File: config.mk
export PLATFORM = sky130hd
export DESIGN_NAME = read_channel_clock_control_flat
export DESIGN_NICKNAME = d
export VERILOG_FILES = /design/src/read_channel_pkg.sv /design/src/read_channel_if.sv /design/src/read_channel_clock_control.sv /design/src/flat_wrapper.sv
export SDC_FILE = /design/constraint.sdc
export NUM_CORES = 1
export LEC_CHECK = 0
export BUFFER_PORTS_ARGS = -buffer_cell sky130_fd_sc_hd__buf_2
export CORE_MARGIN = 2
export CORE_UTILIZATION = 30
export CTS_CLUSTER_SIZE = 8
export DETAILED_ROUTE_END_ITERATION = 10
export GPL_TIMING_DRIVEN = 0
export MAX_ROUTING_LAYER = met4
export SYNTH_ARGS = -nofsm -noshare
export SYNTH_HDL_FRONTEND = slang
export SYNTH_SLANG_ARGS = --single-unit
File: constraint.sdc
create_clock -name clk -period 10.7 [get_ports clk]
set_clock_uncertainty 0.1 [all_clocks]
set_input_delay 1.07 -clock clk [delete_from_list [all_inputs] [get_ports clk]]
set_output_delay 1.07 -clock clk [all_outputs]
set_load 0.05 [all_outputs]
File: src/read_channel_pkg.sv
// Shared constants for the read channel clock control and its controller.
// Assumes one 100 MHz clock; all slower rates are one-cycle ticks.
package read_channel_pkg;
	// Bank codes on the configuration link
	localparam logic [1:0]  BANK_00         = 2'h0;
	localparam logic [1:0]  BANK_01         = 2'h1;
	localparam logic [1:0]  BANK_10         = 2'h2;
	localparam logic [1:0]  BANK_11         = 2'h3;
	localparam int          BANK_W          = 16;
	// Bank (0,1) divider fields
	localparam int          IN_DIV_LSB      = 8;
	localparam int          IN_DIV_W        = 5;
	localparam int          FB_DIV_LSB      = 2;
	localparam int          FB_DIV_W        = 6;
	localparam logic [6:0]  DIV_OFFSET      = 7'h02;
	localparam logic [15:0] BANK01_RESET    = 16'h0104;
	localparam logic [15:0] BANK10_RESET    = 16'h0000;
	localparam logic [15:0] BANK11_RESET    = 16'h0000;
	// Bank (1,0) control bits
	localparam int          FREE_CLK_EN_BIT = 0;
	localparam int          SYNC_PD_BIT     = 2;
	localparam int          FREE_RUNNING_CLOCK_OUT_PD_BIT    = 3;
	localparam int          PUMP_RATIO_BIT  = 12;
	// Bank (1,1) strobe fields
	localparam int          STR_MAG_LSB     = 0;
	localparam int          STROBE_DIRECTION_BIT    = 3;
	localparam logic [2:0]  STR_MAG_INVALID = 3'h7;
	localparam logic [2:0]  STR_FIXED_STEPS = 3'h2;
	localparam int          STR_FIXED_PS    = 600;
	localparam logic [10:0] STR_STEP_PS     = 11'(STR_FIXED_PS);
	// Charge pump gains
	localparam logic [3:0]  GAIN_HIGH       = 4'h8;
	localparam logic [3:0]  GAIN_MID        = 4'h4;
	localparam logic [3:0]  GAIN_LOW        = 4'h2;
	// Oscillator phase accumulator width
	localparam int          ACC_W           = 7;
	// AHB-Lite register map of the controller
	localparam logic [7:0]  ADDR_CTRL       = 8'h00;
	localparam logic [7:0]  ADDR_BANK01     = 8'h04;
	localparam logic [7:0]  ADDR_BANK10     = 8'h08;
	localparam logic [7:0]  ADDR_BANK11     = 8'h0C;
	localparam logic [7:0]  ADDR_STATUS     = 8'h10;
	localparam int          CTRL_RG_BIT     = 0;
	localparam int          ST_READ_BIT     = 0;
	localparam int          ST_FREE_RUNNING_CLOCK_OUT_BIT    = 1;
	localparam int          ST_BADSTR_BIT   = 2;
	localparam int          ST_REFUSED_BIT  = 3;
	localparam logic [1:0]  HTRANS_NONSEQ   = 2'h2;
	localparam logic        HRESP_OKAY      = 1'b0;
	// Read mode sequencer states
	typedef enum logic [3:0] {
		MODE_NONREAD = 4'h1,
		MODE_ZPS     = 4'h2,
		MODE_READ    = 4'h4,
		MODE_EXIT    = 4'h8
	} read_mode_t;
endpackage

File: src/read_channel_if.sv
// Link between the clock control device and its controlling party.
// Assumes both ends share clk; every signal is driven from a flip-flop.
`timescale 1ns/1ns
interface read_channel_if;
	logic        cfgWrite;
	logic [1:0]  cfgBank;
	logic [15:0] cfgData;
	logic        readGate;
	logic        inReadMode;
	logic        synthRunning;
	logic        strobeInvalid;

	modport device (
		input  cfgWrite,
		input  cfgBank,
		input  cfgData,
		input  readGate,
		output inReadMode,
		output synthRunning,
		output strobeInvalid
	);
	modport controller (
		output cfgWrite,
		output cfgBank,
		output cfgData,
		output readGate,
		input  inReadMode,
		input  synthRunning,
		input  strobeInvalid
	);
endinterface

File: src/read_channel_clock_control.sv
// Clock control of the read channel: synthesizer, read clock mux, strobe.
// Assumes clk is the reference; oscillators are modelled as tick streams.
`timescale 1ns/1ns
module read_channel_clock_control (
	input  wire logic        clk,
	input  wire logic        reset,
	input  wire logic        encodedData,
	input  wire logic        pumpGainPin,
	output logic             syncClock,
	output logic             freeRunningClockOut,
	output logic             resyncedDataOut,
	output logic [3:0]       pumpCurrentGain,
	output logic             strobeDirection,
	output logic [2:0]       strobeMagnitude,
	output logic [10:0]      strobeFixedPs,
	output logic [2:0]       strobeSixteenths,
	read_channel_if.device   link
);
	import read_channel_pkg::*;

	typedef struct packed {
		read_mode_t       mode;
		logic [15:0]      bank01;
		logic [15:0]      bank10;
		logic [15:0]      bank11;
		logic [15:0]      pend01;
		logic [15:0]      pend11;
		logic             pend01Valid;
		logic             pend11Valid;
		logic [ACC_W-1:0] synthAcc;
		logic [ACC_W-1:0] recAcc;
		logic             sel;
		logic             sclk;
		logic             freeClk;
		logic             dataSeen;
		logic             dataOut;
		logic [3:0]       gain;
		logic             strDir;
		logic [2:0]       strMag;
		logic [10:0]      strPs;
		logic [2:0]       strSix;
		logic             strBad;
		logic             inRead;
		logic             synthOn;
	} dev_state_t;

	dev_state_t state_reg;
	dev_state_t state_next;
	logic [ACC_W-1:0] inMod;
	logic [ACC_W-1:0] fbMod;
	logic [ACC_W-1:0] sum;
	logic             synthRun;
	logic             recRun;
	logic             synthTick;
	logic             recTick;
	logic             curTick;
	logic             wantSel;
	logic [2:0]       mag;

	always_comb begin
		state_next = state_reg;
		// Divider moduli from the applied bank (0,1) word
		inMod = ACC_W'(state_reg.bank01[IN_DIV_LSB +: IN_DIV_W])
			+ DIV_OFFSET;
		fbMod = ACC_W'(state_reg.bank01[FB_DIV_LSB +: FB_DIV_W])
			+ DIV_OFFSET;
		synthRun = !state_reg.bank10[FREE_RUNNING_CLOCK_OUT_PD_BIT]
			&& state_reg.bank01[IN_DIV_LSB +: IN_DIV_W] != '0
			&& state_reg.bank01[FB_DIV_LSB +: FB_DIV_W] != '0;
		recRun = synthRun && !state_reg.bank10[SYNC_PD_BIT];
		// Synthesizer: rate = clk * fbMod / inMod, one tick per clk at most
		synthTick = 1'b0;
		sum = state_reg.synthAcc + fbMod;
		if (synthRun) begin
			if (sum >= inMod) begin
				state_next.synthAcc = (sum - inMod >= inMod) ? '0
					: sum - inMod;
				synthTick = 1'b1;
			end else begin
				state_next.synthAcc = sum;
			end
		end
		// Recovery oscillator runs at the same rate, own phase
		recTick = 1'b0;
		sum = state_reg.recAcc + fbMod;
		if (recRun && state_reg.mode != MODE_ZPS) begin
			if (sum >= inMod) begin
				state_next.recAcc = (sum - inMod >= inMod) ? '0
					: sum - inMod;
				recTick = 1'b1;
			end else begin
				state_next.recAcc = sum;
			end
		end
		// Read mode sequencer with phase restart
		wantSel = 1'b0;
		case (state_reg.mode)
			MODE_NONREAD: begin
				if (link.readGate && recRun) begin
					state_next.mode = MODE_ZPS;
				end
			end
			MODE_ZPS: begin
				if (!link.readGate || !recRun) begin
					state_next.mode = MODE_NONREAD;
				end else if (encodedData) begin
					state_next.recAcc = '0;
					recTick = 1'b1;
					state_next.mode = MODE_READ;
				end
			end
			MODE_READ: begin
				wantSel = 1'b1;
				if (!link.readGate || !recRun) begin
					state_next.mode = MODE_EXIT;
				end
			end
			MODE_EXIT: begin
				// Relock only once the mux is back on the free_running_clock_out
				if (!state_reg.sel) begin
					state_next.recAcc = state_next.synthAcc;
					state_next.mode = MODE_NONREAD;
				end
			end
			default: begin
				state_next.mode = MODE_NONREAD;
			end
		endcase
		// Glitch-free mux: swap only in a low phase, at a tick
		curTick = state_reg.sel ? recTick : synthTick;
		if (state_reg.sel && !recRun) begin
			curTick = synthTick;
		end
		if (curTick) begin
			if (!state_reg.sclk && state_reg.sel != wantSel) begin
				state_next.sel = wantSel;
			end else begin
				state_next.sclk = !state_reg.sclk;
			end
		end
		// Free-running output held high until enabled
		if (!state_reg.bank10[FREE_CLK_EN_BIT]) begin
			state_next.freeClk = 1'b1;
		end else if (synthTick) begin
			state_next.freeClk = !state_reg.freeClk;
		end
		// Resynchronized data on recovery ticks in read mode
		if (encodedData) begin
			state_next.dataSeen = 1'b1;
		end
		if (state_reg.mode == MODE_READ && recTick) begin
			state_next.dataOut = state_reg.dataSeen && !state_reg.strBad;
			state_next.dataSeen = encodedData;
		end
		// Pending banks apply at terminal count or when stopped
		if (synthTick || !synthRun) begin
			if (state_reg.pend01Valid) begin
				state_next.bank01 = state_reg.pend01;
				state_next.pend01Valid = 1'b0;
			end
			if (state_reg.pend11Valid) begin
				state_next.bank11 = state_reg.pend11;
				state_next.pend11Valid = 1'b0;
			end
		end
		// New writes win over a same-cycle apply
		if (link.cfgWrite) begin
			if (link.cfgBank == BANK_01) begin
				state_next.pend01 = link.cfgData;
				state_next.pend01Valid = 1'b1;
			end else if (link.cfgBank == BANK_10) begin
				state_next.bank10 = link.cfgData;
			end else if (link.cfgBank == BANK_11) begin
				state_next.pend11 = link.cfgData;
				state_next.pend11Valid = 1'b1;
			end
		end
		// Charge pump gain decode
		case ({pumpGainPin, state_reg.bank10[PUMP_RATIO_BIT]})
			2'b01: state_next.gain = GAIN_MID;
			2'b11: state_next.gain = GAIN_LOW;
			default: state_next.gain = GAIN_HIGH;
		endcase
		// Strobe decode from the bank, registered straight onto the outputs
		mag = state_reg.bank11[STR_MAG_LSB +: 3];
		state_next.strMag = mag;
		state_next.strDir = state_reg.bank11[STROBE_DIRECTION_BIT] && mag != '0;
		state_next.strBad = mag == STR_MAG_INVALID;
		if (mag > STR_FIXED_STEPS) begin
			state_next.strPs = STR_STEP_PS * 11'(STR_FIXED_STEPS);
			state_next.strSix = mag - STR_FIXED_STEPS;
		end else begin
			state_next.strPs = STR_STEP_PS * 11'(mag);
			state_next.strSix = 3'h0;
		end
		state_next.inRead = state_next.mode == MODE_READ;
		state_next.synthOn = synthRun;
	end

	// State register
	always_ff @(posedge clk or posedge reset) begin
		if (reset) begin
			state_reg <= '{mode: MODE_NONREAD, bank01: BANK01_RESET,
				bank10: BANK10_RESET, bank11: BANK11_RESET,
				pend01: BANK01_RESET, pend11: BANK11_RESET,
				pend01Valid: 1'b0, pend11Valid: 1'b0,
				synthAcc: '0, recAcc: '0, sel: 1'b0, sclk: 1'b0,
				freeClk: 1'b1, dataSeen: 1'b0, dataOut: 1'b0,
				gain: GAIN_HIGH, strDir: 1'b0, strMag: 3'h0,
				strPs: 11'h000, strSix: 3'h0, strBad: 1'b0,
				inRead: 1'b0, synthOn: 1'b0};
		end else begin
			state_reg <= state_next;
		end
	end

	assign syncClock = state_reg.sclk;
	assign freeRunningClockOut = state_reg.freeClk;
	assign resyncedDataOut = state_reg.dataOut;
	assign pumpCurrentGain = state_reg.gain;
	assign strobeDirection = state_reg.strDir;
	assign strobeMagnitude = state_reg.strMag;
	assign strobeFixedPs = state_reg.strPs;
	assign strobeSixteenths = state_reg.strSix;
	assign link.inReadMode = state_reg.inRead;
	assign link.synthRunning = state_reg.synthOn;
	assign link.strobeInvalid = state_reg.strBad;
endmodule

File: src/flat_wrapper.sv
// flat-port wrapper written by rule: the top's interface ports become plain ports
module read_channel_clock_control_flat import read_channel_pkg::*;
  (clk, reset, encodedData, pumpGainPin, syncClock, freeRunningClockOut, resyncedDataOut, pumpCurrentGain, strobeDirection, strobeMagnitude, strobeFixedPs, strobeSixteenths, link_cfgWrite, link_cfgBank, link_cfgData, link_readGate, link_inReadMode, link_synthRunning, link_strobeInvalid);
  read_channel_if link_i ();
  input  wire logic clk;
  input  wire logic reset;
  input  wire logic encodedData;
  input  wire logic pumpGainPin;
  output logic syncClock;
  output logic freeRunningClockOut;
  output logic resyncedDataOut;
  output logic [3:0] pumpCurrentGain;
  output logic strobeDirection;
  output logic [2:0] strobeMagnitude;
  output logic [10:0] strobeFixedPs;
  output logic [2:0] strobeSixteenths;
  input wire logic [$bits(link_i.cfgWrite)-1:0] link_cfgWrite;
  input wire logic [$bits(link_i.cfgBank)-1:0] link_cfgBank;
  input wire logic [$bits(link_i.cfgData)-1:0] link_cfgData;
  input wire logic [$bits(link_i.readGate)-1:0] link_readGate;
  output wire logic [$bits(link_i.inReadMode)-1:0] link_inReadMode;
  output wire logic [$bits(link_i.synthRunning)-1:0] link_synthRunning;
  output wire logic [$bits(link_i.strobeInvalid)-1:0] link_strobeInvalid;
  assign link_i.cfgWrite = link_cfgWrite;
  assign link_i.cfgBank = link_cfgBank;
  assign link_i.cfgData = link_cfgData;
  assign link_i.readGate = link_readGate;
  assign link_inReadMode = link_i.inReadMode;
  assign link_synthRunning = link_i.synthRunning;
  assign link_strobeInvalid = link_i.strobeInvalid;
  read_channel_clock_control u_core (.clk(clk), .reset(reset), .encodedData(encodedData), .pumpGainPin(pumpGainPin), .syncClock(syncClock), .freeRunningClockOut(freeRunningClockOut), .resyncedDataOut(resyncedDataOut), .pumpCurrentGain(pumpCurrentGain), .strobeDirection(strobeDirection), .strobeMagnitude(strobeMagnitude), .strobeFixedPs(strobeFixedPs), .strobeSixteenths(strobeSixteenths), .link(link_i));
endmodule
==> results.cfg, run 1 <==
[clock_network]
worstSkewPairLatency_ns = 0.34
htree_levels = 3
cts_buffers = 9
cts_root_buf = clkbuf_16
cts_tree = done
clock_path_buffers = 2
post_cts_buffers = 0
cts_resized = 0
hold_buffers = 0
cts_sinks = 80
clkTransAtPathRegs_ns = 0.06

[yosys]
synth-seq-cells = 80
async_reset_ff_share_pct = 100
synth.avg_cell_area_sq_um = 10.3
synth-main-ff-cell = dfrtp_1
synth_edf_count = 0
synth-warning-count = 0
synthCells = 499
ys_types = 60
seq_area_frac_synth_pct = 38.9
syn-cell-area_sq_um = 5160

[placement]
port_buffers = 44
gp_congestion = 0.886
hpwl_um = 9150
dp.cells = 767

[grt]
antenna_found_initial = 0
grt_usage_pct = 13.8
grt_remaining_overflow = 0
first_global_vias = 3919
grt_pass1_wl_um = 19200
grt_max_degree = 64

[layout]
finalNetCount = 638
fillCellCount = 1704
multiInputGateArea_sq_um = 2870
register_area_sq_um = 2010
syn2layout_area_growth_pct = 16.0
layout-drive-gt1-share_pct = 24.7
largest_reg_flops = 53
finalNonFillerCells = 783
postLayoutCoreUtil_pct = 35.9
diodes = 0

[detailed_routing]
wl_met3_um = 428
antenna_left = 0
avgRoutedWirePerCell_um = 14.8
drtIter0Drc = 187
dr.pass1.iters = 4
wirelength_um = 11600
vias = 3813
wl_met2_um = 5930
via_per_inst = 4.87
top_layer = met4
wl_met1_um = 5000
drc_errors = 0

[floorplanning]
ios = 52
num_rows = 47
die-area_sq_um = 18300
die_x_um = 135
start_util_pct = 30.9
die_h_um = 135
core_sq_um = 16700

[sta]
setup-tns-final_ns = 0
report.final.slew_viol_count = 0
setup_viol = 0
slew_headroom_pct = 31.3
rsz0062_at_grt = no
hold_violations = 0
fin_crit_ns = 4.42
worst_slew_pin_slew_ns = 1.02
fin_crit_sh_pct = 41.3
max_freq_mhz = 226

[worst_setup_path]
endpoint_kind = flip-flop
critPathArrivalTime_ns = 4.54
crit_path_max_fanout = 10
worstPathRequired_ns = 10.82
path_class = flip-flop to flip-flop
crit_path_start_kind = flip-flop

[status]
status = complete, no violations

[worst_hold_path]
min_path_type = flip-flop to flip-flop

[job]
maxCapViolCount = 0
## kinds of logic after synthesis
group | share of synthesized area, %
and+or+nand+nor | 11.3
AOI/OAI and AO/OA | 15.8
DFF | 38.9
buffers and inverters | 5.79
adders and majority gates | 14.5
muxes | 8.24
xor gates and xnor gates | 5.40
other | 0.0726
## synthesized netlist by cell type (all sizes together) (3+ instances only)
cell type	number	share of area, %
a211oi	9	1.7
a21o	11	1.6
a21oi	25	2.4
a311oi	3	0.51
a31oi	5	0.61
and2	8	0.97
buf	23	3.2
clkbuf	3	0.22
dfrtp	73	35
dfstp	7	3.6
fa	5	1.9
ha	51	12
inv	32	2.3
mux2	36	7.9
nand2	36	2.6
nand2b	7	0.85
nand3	8	0.97
nor2	35	2.6
nor2b	8	0.97
o211ai	5	0.73
o21a	8	1.2
o21ai	19	1.8
o21bai	5	0.73
o22ai	4	0.48
or2	4	0.48
xnor2	20	3.4
xor2	9	1.5
## per-layer routing
metal,track usage (%),up-vias
li1,-,1868
met5,-,-
met2,23.5,75
met3,2.13,14
met1,16.7,1856
met4,4.69,0
## metrics by stage
stage          instance area [sq um]  hold WS [ns]  setup WS [ns]
2_1_floorplan                   5170         0.266           7.01
3_3_place_gp                    5670         0.285           6.31
3_5_place_dp                    5700         0.291           6.32
4_1_cts                         5990         0.301           6.27
5_1_grt                         5990         0.311           5.93
6_report                        5990         0.299           6.28
## cell type report
| cell class | count | area share, % |
|---|---|---|
| plain buffers | 26 | 2.99 |
| clock buffers | 11 | 3.88 |
| clock inverters | 5 | 0.961 |
| inverters | 32 | 2.05 |
| multi-input cells | 364 | 47.8 |
| flip-flops and latches | 80 | 33.6 |
| well taps | 220 | 4.59 |
| repair buffers | 45 | 4.14 |
## critical path, cell delays in order, from the launching register on
cell and delay (ns):
dfrtp_1 0.47, ha_1 0.26, xor2_1 0.27, ha_1 0.33, o21ai_0 0.23, o21a_1 0.20
ha_1 0.29, and4b_1 0.21, a221o_1 0.29, o21a_1 0.19, nor2_1 0.30, nand2_1 0.18
nor2_1 0.35, nor2b_1 0.12, buf_2 0.22, mux2_2 0.29
## final timing paths
path	start	endpoint	slack [ns]	depth (start not counted)
max	u_core.state_reg[113]	u_core.state_reg[116]	6.28	15
min	u_core.state_reg[94]	u_core.freeRunningClockOut	0.30	1
max reg2reg	u_core.state_reg[113]	u_core.state_reg[116]	6.28	15
min reg2reg	u_core.state_reg[94]	u_core.freeRunningClockOut	0.30	1
max in group asynchronous	reset	u_core.state_reg[70]	9.28	3
min in group asynchronous	reset	u_core.state_reg[127]	0.58	2
## cells in the final DEF, fill, tap and decap left out, drive strengths merged, types with 19 or more instances in the layout
master / count
dfrtp: 73
ha: 51
o21ai: 19
nand2: 36
mux2: 36
inv: 32
buf: 68
a21oi: 25
nor2: 35
xnor2: 20
Power of run 1 is not shown: default switching activity piles up to over one toggle a cycle in this logic, so the estimate is an artifact.
==> run 2, diff against run 1 <==
==> constraint.sdc (replaced) <==
create_clock -name clk -period 3.62 [get_ports clk]
set_clock_uncertainty 0.1 [all_clocks]
set_input_delay 0.362 -clock clk [delete_from_list [all_inputs] [get_ports clk]]
set_output_delay 0.362 -clock clk [all_outputs]
set_load 0.05 [all_outputs]
==> run 2 against run 1 <==
Effect of this change: the run now ends with setup timing left; first-iteration DRC count decreased by 7.0%; die area unchanged; worst setup slack got worse by 6.5 ns; sequential share of layout area is 4.0 points lower; critical path depth stayed put; non-clock buffer count grew 37; fmax increased by 15%; final area increased by 14%; final cell count grew 4.7%; hold slack lost 0.22 ns; critical path type unchanged.
==> results.cfg, run 2 (synthesized netlist as in run 1, its figures left out) <==
[worst_setup_path]
path_depth = 15
r2r-start = u_core.state_reg[113]
crit_path_max_fanout = 5
crit_family = adder cells
r2r-end = u_core.state_reg[35]
path_buf_inv = 1
endpoint_kind = flip-flop
crit_path_top_delay_cell = dfrtp_2
critPathArrivalTime_ns = 3.98
critPathMaxStageDelay_ns = 0.48
path_class = flip-flop to flip-flop
rrSetupSlack_ns = -0.24
crit_path_start_kind = flip-flop
path_cells = ha_4, xor2_4, ha_4, inv_1, o21bai_1, a21oi_1, xnor2_1, ha_1, xnor2_2, ha_1, o2111ai_2, o21a_1, nor2b_4, a221o_1, o2bb2ai_2
crit_start = u_core.state_reg[113]
crit_path_end = u_core.state_reg[35]
worstRegToRegCells = 15
worstPathRequired_ns = 3.74

[layout]
layout-drive-gt1-share_pct = 41.7
multiInputGateArea_sq_um = 3360
fillCellCount = 1603
largest_reg_flops = 53
finalNetCount = 675
register_area_sq_um = 2010
diodes = 0
syn2layout_area_growth_pct = 32.0
final_common_cell = dfrtp_1
finalNonFillerCells = 820
final_cell_mix = dfrtp_1, buf_4, buf_2
design_area_sq_um = 6820

[grt]
antenna_found_initial = 0
grt_max_degree = 57
grt_remaining_overflow = 0
first_global_vias = 4227
grt_pass1_wl_um = 20800
grt_usage_pct = 14.9

[clock_network]
cts_root_buf = clkbuf_16
clock_path_buffers = 2
cts_sinks = 80
cts_buffers = 9
clkTransAtPathRegs_ns = 0.06
worstSkewPairLatency_ns = 0.34
cts_tree = done
htree_levels = 3

[floorplanning]
num_rows = 47
die_h_um = 135
core_sq_um = 16700
die_x_um = 135
die-area_sq_um = 18300
start_util_pct = 30.9
ios = 52

[placement]
gp_congestion = 0.906
port_buffers = 44
hpwl_um = 9310
dp.cells = 767
place_area_sq_um = 5740

[sta]
rsz0062_at_grt = yes
hold_ws_ns = 0.0771
fin_crit_ns = 3.86
hold_violations = 0
slew_headroom_pct = 32.2
max_freq_mhz = 259
setup_viol = 28
fin_ws_ns = -0.237
fin_crit_sh_pct = 107
report.final.slew_viol_count = 0
worst_slew_pin_slew_ns = 1.01
setup-tns-final_ns = -3.34

[detailed_routing]
wirelength_um = 13000
drc_errors = 0
via_per_inst = 4.95
avgRoutedWirePerCell_um = 15.9
vias = 4059
antenna_left = 0
drtIter0Drc = 174
dr.pass1.iters = 4

[status]
violations = setup timing
status = complete, but fails checks

[worst_hold_path]
min_path_type = input port to flip-flop

[job]
maxCapViolCount = 0
## run 2: changes by cell type in the layout (fill, tap and decap cells not counted), sizes merged
cell / change
clkinv: -3
bufinv: +1
dlygate4sd3: +1
clkbuf: -2
inv: +3
buf: +36
clkinvlp: +1
## run 2: layer usage
| metal | vias to the layer above | global-route usage (%) | wire length, um |
|---|---|---|---|
| met5 | - | - | 0 |
| met3 | 39 | 2.28 | 409 |
| li1 | 1938 | - | - |
| met2 | 108 | 25.7 | 6600 |
| met1 | 1974 | 17.4 | 5630 |
| met4 | 0 | 5.90 | 385 |
## run 2: worst reg2reg max path, stage by stage (launching register included)
cell	delay (ns)
dfrtp_2	0.48
ha_4	0.21
xor2_4	0.17
ha_4	0.30
inv_1	0.05
o21bai_1	0.17
a21oi_1	0.11
xnor2_1	0.29
ha_1	0.36
xnor2_2	0.18
ha_1	0.32
o2111ai_2	0.10
o21a_1	0.24
nor2b_4	0.15
a221o_1	0.37
o2bb2ai_2	0.14
## run 2: through the flow
step / util, % / worst slack, ns
after floorplan: - / 0.00770
after global placement: 34.2 / -0.506
after detailed placement: 34.4 / -0.649
after CTS: 39.1 / -0.191
after global routing: 40.8 / -0.341
final: 40.8 / -0.237
## run 2: repair_timing
item	4_1_cts	5_1_grt
buffers inserted	23	12
pin swaps	26	36
cloned	1	0
resized for setup	54	37
setup endpoints to repair	34	31
hold endpoints to repair	24	0
hold buffers	1	0
## run 2: how the worst min path moves through the flow
stage	start	to	slack, ns	depth (start not counted)
final	pumpGainPin	u_core.pumpCurrentGain[2]	0.08	2
after global routing	pumpGainPin	u_core.pumpCurrentGain[2]	0.07	2
after CTS	pumpGainPin	u_core.pumpCurrentGain[2]	0.07	2
after detailed placement	reset	u_core.state_reg[26]	0.26	2
after global placement	u_core.state_reg[94]	u_core.freeRunningClockOut	0.29	1
after floorplan	u_core.state_reg[94]	u_core.freeRunningClockOut	0.27	1
## run 2: final cells by class
class | instances | share of cell area (%)
tap | 220 | 4.04
inverter | 32 | 1.84
sequential | 80 | 29.5
timing repair buffer | 82 | 7.89
clock buffer | 9 | 3.30
buffer | 26 | 2.66
clock inverter | 7 | 1.50
multi-input combinational | 364 | 49.2
Power of run 2 is left out for the same reason.
